[src/mcu_host_mailbox_cfg.svh]
// Addresses, offsets, bit positions and reset values of the mailbox.
// Assumes one 50 MHz clock shared by the microcontroller and host ports.
// Function
// - Outbound low byte held, host readable
// - Outbound high byte at next address
// - Outbound bytes written by microcontroller only
// - Outbound ready reads 1 after high write
// - Writing 1 clears outbound ready
// - Inbound low byte written by host only
// - Registers at both address and page offset
// - Inbound high byte written by host only
// - Inbound ready set by high write, W1C
// - Enabled inbound ready interrupts microcontroller
`ifndef MCU_HOST_MAILBOX_CFG_SVH
`define MCU_HOST_MAILBOX_CFG_SVH

`define OUT_LOW_ADDR     32'h4000_0404
`define OUT_HIGH_ADDR    32'h4000_0405
`define TX_STATUS_ADDR   32'h4000_0406
`define IN_LOW_ADDR      32'h4000_0408
`define IN_HIGH_ADDR     32'h4000_0409
`define RX_STATUS_ADDR   32'h4000_040A
`define RX_ENABLE_ADDR   32'h4000_040B

`define MAILBOX_PAGE     8'h00
`define OUT_LOW_OFS      8'h04
`define OUT_HIGH_OFS     8'h05
`define TX_STATUS_OFS    8'h06
`define IN_LOW_OFS       8'h08
`define IN_HIGH_OFS      8'h09
`define RX_STATUS_OFS    8'h0A
`define RX_ENABLE_OFS    8'h0B

`define READY_BIT        0
`define BYTE_RESET       8'h00
`define FLAG_RESET       1'h0

`endif

[src/mcu_host_mailbox_pkg.sv]
// Types shared by the mailbox design files.
// Assumes the constants header is included where numbers are needed.
package mcu_host_mailbox_pkg;

  typedef logic [7:0] byte_t;

  // One-hot register select, shared by both access ports
  typedef enum logic [7:0] {
    SEL_NONE      = 8'h00,
    SEL_OUT_LOW   = 8'h01,
    SEL_OUT_HIGH  = 8'h02,
    SEL_TX_STATUS = 8'h04,
    SEL_IN_LOW    = 8'h08,
    SEL_IN_HIGH   = 8'h10,
    SEL_RX_STATUS = 8'h20,
    SEL_RX_ENABLE = 8'h40
  } reg_sel_t;

endpackage

[src/mailbox_flag.sv]
// Sticky ready flag with set taking priority over clear.
// Assumes set and clear are single-cycle strobes on the same clock.
`timescale 1ns/10ps
`include "mcu_host_mailbox_cfg.svh"

module mailbox_flag (
  input  wire logic clock,
  input  wire logic reset_n,
  input  wire logic set,
  input  wire logic clear,
  output logic      flag
);

  // Set wins so a word landing during a clear is never lost
  always_ff @(posedge clock) begin
    if (!reset_n) begin
      flag <= `FLAG_RESET;
    end else if (set) begin
      flag <= 1'h1;
    end else if (clear) begin
      flag <= 1'h0;
    end
  end

endmodule

[src/mcu_host_mailbox.sv]
// Two-direction byte mailbox between microcontroller and host interface.
// Assumes both ports run on clock; strobes are one-cycle, same domain.
`timescale 1ns/10ps
`include "mcu_host_mailbox_cfg.svh"

module mcu_host_mailbox (
  input  wire logic        clock,
  input  wire logic        reset_n,
  input  wire logic [31:0] mcuAddr,
  input  wire logic        mcuWrite,
  input  wire logic        mcuRead,
  input  wire logic [7:0]  mcuWriteData,
  output logic      [7:0]  mcuReadData,
  output logic             mcuReadValid,
  input  wire logic [7:0]  hostPage,
  input  wire logic [7:0]  hostOffset,
  input  wire logic        hostWrite,
  input  wire logic        hostRead,
  input  wire logic [7:0]  hostWriteData,
  output logic      [7:0]  hostReadData,
  output logic             hostReadValid,
  output logic [15:0]      outboundData,
  output logic [15:0]      inboundData,
  output logic             outboundReady,
  output logic             inboundReady,
  output logic             mcuRxInterrupt
);

  mcu_host_mailbox_pkg::byte_t    outLow;
  mcu_host_mailbox_pkg::byte_t    outHigh;
  mcu_host_mailbox_pkg::byte_t    inLow;
  mcu_host_mailbox_pkg::byte_t    inHigh;
  logic                           rxIntEnable;
  mcu_host_mailbox_pkg::reg_sel_t mcuSel;
  mcu_host_mailbox_pkg::reg_sel_t hostSel;
  logic                           mcuWr;
  logic                           hostWr;
  logic                           txSet;
  logic                           txClear;
  logic                           rxSet;
  logic                           rxClear;

  // Microcontroller side decode by full address
  always_comb begin
    unique case (mcuAddr)
      `OUT_LOW_ADDR:   mcuSel = mcu_host_mailbox_pkg::SEL_OUT_LOW;
      `OUT_HIGH_ADDR:  mcuSel = mcu_host_mailbox_pkg::SEL_OUT_HIGH;
      `TX_STATUS_ADDR: mcuSel = mcu_host_mailbox_pkg::SEL_TX_STATUS;
      `IN_LOW_ADDR:    mcuSel = mcu_host_mailbox_pkg::SEL_IN_LOW;
      `IN_HIGH_ADDR:   mcuSel = mcu_host_mailbox_pkg::SEL_IN_HIGH;
      `RX_STATUS_ADDR: mcuSel = mcu_host_mailbox_pkg::SEL_RX_STATUS;
      `RX_ENABLE_ADDR: mcuSel = mcu_host_mailbox_pkg::SEL_RX_ENABLE;
      default:         mcuSel = mcu_host_mailbox_pkg::SEL_NONE;
    endcase
  end

  // Host side decode: same registers at the same offsets of page 0
  always_comb begin
    hostSel = mcu_host_mailbox_pkg::SEL_NONE;
    if (hostPage == `MAILBOX_PAGE) begin
      unique case (hostOffset)
        `OUT_LOW_OFS:   hostSel = mcu_host_mailbox_pkg::SEL_OUT_LOW;
        `OUT_HIGH_OFS:  hostSel = mcu_host_mailbox_pkg::SEL_OUT_HIGH;
        `TX_STATUS_OFS: hostSel = mcu_host_mailbox_pkg::SEL_TX_STATUS;
        `IN_LOW_OFS:    hostSel = mcu_host_mailbox_pkg::SEL_IN_LOW;
        `IN_HIGH_OFS:   hostSel = mcu_host_mailbox_pkg::SEL_IN_HIGH;
        `RX_STATUS_OFS: hostSel = mcu_host_mailbox_pkg::SEL_RX_STATUS;
        `RX_ENABLE_OFS: hostSel = mcu_host_mailbox_pkg::SEL_RX_ENABLE;
        default:        hostSel = mcu_host_mailbox_pkg::SEL_NONE;
      endcase
    end
  end

  assign mcuWr  = mcuWrite;
  assign hostWr = hostWrite;

  // Outbound bytes: host writes are dropped silently
  always_ff @(posedge clock) begin
    if (!reset_n) begin
      outLow  <= `BYTE_RESET;
      outHigh <= `BYTE_RESET;
    end else if (mcuWr) begin
      if (mcuSel == mcu_host_mailbox_pkg::SEL_OUT_LOW) begin
        outLow <= mcuWriteData;
      end
      if (mcuSel == mcu_host_mailbox_pkg::SEL_OUT_HIGH) begin
        outHigh <= mcuWriteData;
      end
    end
  end

  // Inbound bytes: microcontroller writes are dropped silently
  always_ff @(posedge clock) begin
    if (!reset_n) begin
      inLow  <= `BYTE_RESET;
      inHigh <= `BYTE_RESET;
    end else if (hostWr) begin
      if (hostSel == mcu_host_mailbox_pkg::SEL_IN_LOW) begin
        inLow <= hostWriteData;
      end
      if (hostSel == mcu_host_mailbox_pkg::SEL_IN_HIGH) begin
        inHigh <= hostWriteData;
      end
    end
  end

  // Enable writable from either port; microcontroller wins a collision
  always_ff @(posedge clock) begin
    if (!reset_n) begin
      rxIntEnable <= `FLAG_RESET;
    end else if (mcuWr && mcuSel == mcu_host_mailbox_pkg::SEL_RX_ENABLE) begin
      rxIntEnable <= mcuWriteData[`READY_BIT];
    end else if (hostWr &&
                 hostSel == mcu_host_mailbox_pkg::SEL_RX_ENABLE) begin
      rxIntEnable <= hostWriteData[`READY_BIT];
    end
  end

  assign txSet   = mcuWr && mcuSel == mcu_host_mailbox_pkg::SEL_OUT_HIGH;
  assign rxSet   = hostWr && hostSel == mcu_host_mailbox_pkg::SEL_IN_HIGH;
  // Either side may clear; a written 0 does nothing
  assign txClear =
    (mcuWr && mcuSel == mcu_host_mailbox_pkg::SEL_TX_STATUS &&
     mcuWriteData[`READY_BIT]) ||
    (hostWr && hostSel == mcu_host_mailbox_pkg::SEL_TX_STATUS &&
     hostWriteData[`READY_BIT]);
  assign rxClear =
    (mcuWr && mcuSel == mcu_host_mailbox_pkg::SEL_RX_STATUS &&
     mcuWriteData[`READY_BIT]) ||
    (hostWr && hostSel == mcu_host_mailbox_pkg::SEL_RX_STATUS &&
     hostWriteData[`READY_BIT]);

  mailbox_flag txFlag (
    .clock   (clock),
    .reset_n (reset_n),
    .set     (txSet),
    .clear   (txClear),
    .flag    (outboundReady)
  );

  mailbox_flag rxFlag (
    .clock   (clock),
    .reset_n (reset_n),
    .set     (rxSet),
    .clear   (rxClear),
    .flag    (inboundReady)
  );

  function automatic mcu_host_mailbox_pkg::byte_t readMux(
    input mcu_host_mailbox_pkg::reg_sel_t sel
  );
    mcu_host_mailbox_pkg::byte_t value;
    value = `BYTE_RESET;
    unique case (sel)
      mcu_host_mailbox_pkg::SEL_NONE:      value = `BYTE_RESET;
      mcu_host_mailbox_pkg::SEL_OUT_LOW:   value = outLow;
      mcu_host_mailbox_pkg::SEL_OUT_HIGH:  value = outHigh;
      mcu_host_mailbox_pkg::SEL_TX_STATUS: value[`READY_BIT] = outboundReady;
      mcu_host_mailbox_pkg::SEL_IN_LOW:    value = inLow;
      mcu_host_mailbox_pkg::SEL_IN_HIGH:   value = inHigh;
      mcu_host_mailbox_pkg::SEL_RX_STATUS: value[`READY_BIT] = inboundReady;
      mcu_host_mailbox_pkg::SEL_RX_ENABLE: value[`READY_BIT] = rxIntEnable;
    endcase
    return value;
  endfunction

  // Read data registered: one cycle after the strobe, held until next read
  always_ff @(posedge clock) begin
    if (!reset_n) begin
      mcuReadData  <= `BYTE_RESET;
      mcuReadValid <= 1'h0;
    end else begin
      mcuReadValid <= mcuRead;
      if (mcuRead) begin
        mcuReadData <= readMux(mcuSel);
      end
    end
  end

  always_ff @(posedge clock) begin
    if (!reset_n) begin
      hostReadData  <= `BYTE_RESET;
      hostReadValid <= 1'h0;
    end else begin
      hostReadValid <= hostRead;
      if (hostRead) begin
        hostReadData <= readMux(hostSel);
      end
    end
  end

  // Word views are copies so the top outputs stay on flops
  always_ff @(posedge clock) begin
    if (!reset_n) begin
      outboundData <= {`BYTE_RESET, `BYTE_RESET};
      inboundData  <= {`BYTE_RESET, `BYTE_RESET};
    end else begin
      outboundData <= {outHigh, outLow};
      inboundData  <= {inHigh, inLow};
    end
  end

  always_ff @(posedge clock) begin
    if (!reset_n) begin
      mcuRxInterrupt <= 1'h0;
    end else begin
      mcuRxInterrupt <= inboundReady && rxIntEnable;
    end
  end
endmodule

[config.mk]
export PLATFORM = sky130hd
export DESIGN_NAME = mcu_host_mailbox
export DESIGN_NICKNAME = d
export VERILOG_FILES = /design/src/mcu_host_mailbox_pkg.sv /design/src/mailbox_flag.sv /design/src/mcu_host_mailbox.sv
export VERILOG_INCLUDE_DIRS = /design/src /design/src/src
export SDC_FILE = /design/constraint.sdc
export NUM_CORES = 1
export LEC_CHECK = 0
export ABC_AREA = 1
export BUFFER_PORTS_ARGS = -buffer_cell sky130_fd_sc_hd__clkbuf_2
export CORE_MARGIN = 2
export CORE_UTILIZATION = 46
export DETAILED_ROUTE_END_ITERATION = 16
export GPL_TIMING_DRIVEN = 0
export PLACE_DENSITY = 0.74
export SLEW_MARGIN = 20
export SYNTH_ARGS = -nofsm -noshare
export SYNTH_HDL_FRONTEND = slang
export SYNTH_SLANG_ARGS = --single-unit
[constraint.sdc]
create_clock -name clock -period 1.4 [get_ports clock]
set_input_delay 0.35 -clock clock [delete_from_list [all_inputs] [get_ports clock]]
set_output_delay 0.35 -clock clock [all_outputs]
set_load 0.02 [all_outputs]
==> flow_summary.ini <==
[outcome]
status = finished, final reports clean

[synth]
ys_ff_latch = 86
synth_compound_area_frac = 0.142
synth_simple_gate_area_share = 0.302
yosys_warnings = 0
synth_mux_area_frac = 0
synth-seq-area-share = 0.442
synth_top_family_by_area = simple AND/OR/NAND/NOR gates
synth_fa_ha_area_frac = 0
syn_area_per_cell_um2 = 7.08
synthArstFlopShare = 0
synthesis.nets = 620
synth_ff_type = dfxtp_1
synth_xor_area_frac = 0
synth_edf_count = 0
synth_area_um2 = 3890
syn_inst = 550
synth.distinct_cells = 27

[clock_tree]
clock-sinks = 86
cts_buffer_depth = 2
cts_buffers = 9
cts_root_buf = clkbuf_8
htreeDepth = 3
clock_latency_ns = 0.36
cts_tree = done
clk_pin_slew_ns = 0.09

[grt]
gr-total-overflow = 0
grt_pass1_wl_um = 16900
use_met2 = 0.397
grt.busiest_layer = met2
met1_usage = 0.298
grt.met3_usage = 0.0619
antenna_found_initial = 0
grt_pass1_vias = 3754
grt.total_usage = 0.239
grt_max_degree = 14

[placement]
numPortBuffers = 119
hpwlAfterDp_um = 8170
dp_slack_ns = -0.445
globalplace.congestion = 0.913

[floorplan]
num_io_pins = 123
die_area_um2 = 9210
start_util = 0.474
rows = 33
die_h_um = 96.0
die_x_um = 96.0
core_area_um2 = 8220

[pwr]
powerDensity_nw_per_um2 = 884
p_leak_nw = 2.60
vdd_drop_max_v = 0.000532
fin_total_pwr_mw = 4.54

[critical_path]
reg2regPathDepth = 4
start_kind = primary input
critPathArrivalTime_ns = 1.63
cp.required_ns = 1.66
critPathKind = primary input to flop
worst_setup_path_end_kind = flop
worst-path-max-fanout = 7

[sta]
hold_ws_ns = 0.230
post-route-min-period_ns = 1.37
max_slew_margin = 0.561
layout_setup_ws_ns = 0.0274
finalHoldViolCount = 0
slew_violations = 0
fmax_mhz = 729
setup_viol = 0
rsz0062_at_grt = true
skew_ns = 0.00975
worst-slew-pin-transition_ns = 0.658
fin_crit_sh = 0.980

[cells_and_area]
final_nets = 773
multi_input_area_um2 = 1820
layout-drive-gt1-share = 0.323
nFillCells = 766
antenna_cells = 0
utilization = 0.626
seq_area_um2 = 1720
syn2layout_area_growth_pct = 32.1

[detailed_routing]
antenna_left = 0
drt_iter0_markers = 270
wl_um = 11000
route.detailed.drc = 0
drtPass1Iterations = 5
vias_per_cell = 5.03
wl_per_cell_um = 13.5
routed-via-count = 4087

[hold_path]
holdPathStages = 3
min_path_type = primary input to flop

[job]
cap_violations = 0
kinds of logic (layout without fill, tap and decap cells):
| family | Yosys count | in the layout |
|---|---|---|
| simple gates | 251 | 252 |
| compound gates | 105 | 105 |
| flops | 86 | 86 |
| buf+inv | 108 | 265 |
critical path: stages:
cell and delay (ns):
buf_4 0.14, inv_12 0.05, nand2_4 0.04, nor2_4 0.18, nand2_2 0.09, nor2_4 0.13
nand2_4 0.10, nor2_4 0.22, buf_6 0.16, buf_6 0.11, a21oi_2 0.05
path summary, 6_finish.rpt:
| check | to | from | slack, ns |
|---|---|---|---|
| hold / removal | outHigh[1]$_SDFFE_PN0P_ | mcuWriteData[1] | 0.23 |
| setup reg to reg | mcuReadData[1]$_SDFFE_PN0P_ | outLow[1]$_SDFFE_PN0P_ | 0.35 |
| setup / recovery | outLow[4]$_SDFFE_PN0P_ | mcuAddr[5] | 0.03 |
| hold reg to reg | inboundData[10]$_SDFF_PN0_ | inHigh[2]$_SDFFE_PN0P_ | 0.43 |
placed cells by master (no fill, tap or decap), drive strengths merged, types with 4 or more instances in the layout:
cell and count:
clkbuf 139, a211oi 4, buf 33, nand4 9, a21oi 46, inv 89
dfxtp 86, o21ai 54, nor2 58, nand3 46, nand2 138
metal layers:
layer / routed length, um / up-vias / share of wire
li1: - / 2038 / -
met3: 694 / 23 / 0.063
met4: 217 / 0 / 0.020
met2: 5330 / 174 / 0.49
met5: 0 / - / 0
met1: 4720 / 1852 / 0.43
timing repair:
item,in CTS,in global routing
hold buffers,0,0
pin swaps,7,18
endpoints found under the hold margin,0,0
buffers inserted,6,15
resized for setup,1,44
gates cloned,0,2
endpoints found under the setup margin,10,52
final cells by class:
cell class                      instances  share of cell area
Clock buffer                           13              0.0309
Inverter                               90              0.0691
Timing Repair Buffer                  141               0.154
Tap cell                              105              0.0256
Sequential cell                        86               0.335
Clock inverter                          3             0.00827
Buffer                                 18              0.0231
Multi-Input combinational cell        357               0.354
report_power, final:
group / switching, mW / total, mW / internal [mW]
combinational: 0.181 / 0.295 / 0.114
clock: 0.881 / 1.80 / 0.922
sequential: 0.000702 / 2.45 / 2.45
total: 1.06 / 4.54 / 3.48
Yosys cell counts, types with 6 or more instances:
cell type | count | area share
nand2_1 | 129 | 0.12
dfxtp_1 | 86 | 0.44
inv_1 | 82 | 0.079
nand3_1 | 46 | 0.059
a21oi_1 | 43 | 0.055
nor2_1 | 42 | 0.041
o21ai_0 | 36 | 0.046
o21ai_1 | 17 | 0.022
nor2_4 | 9 | 0.026
nand4_1 | 8 | 0.013
clkbuf_1 | 7 | 0.0068
inv_2 | 7 | 0.0068
nand2_2 | 6 | 0.0096
sequential cells by signal, indices dropped and copies added, names as in the netlist:
signal          cells
outboundData       16
inHigh              8
rxFlag.flag         1
hostReadValid       1
outHigh             8
mcuRxInterrupt      1
mcuReadValid        1
txFlag.flag         1
inboundData        16
hostReadData        8
inLow               8
rxIntEnable         1
outLow              8
mcuReadData         8
metrics by stage:
stage	instance area, um2	std cells	setup TNS (ns)
3_5_place_dp	4660	774	-21.24
2_1_floorplan	3930	550	-0.113
5_1_grt	5140	813	-0.309
3_3_place_gp	4660	774	-19.14
6_report	5140	813	0
4_1_cts	4920	796	0
Power figures use the tool's default switching activity.
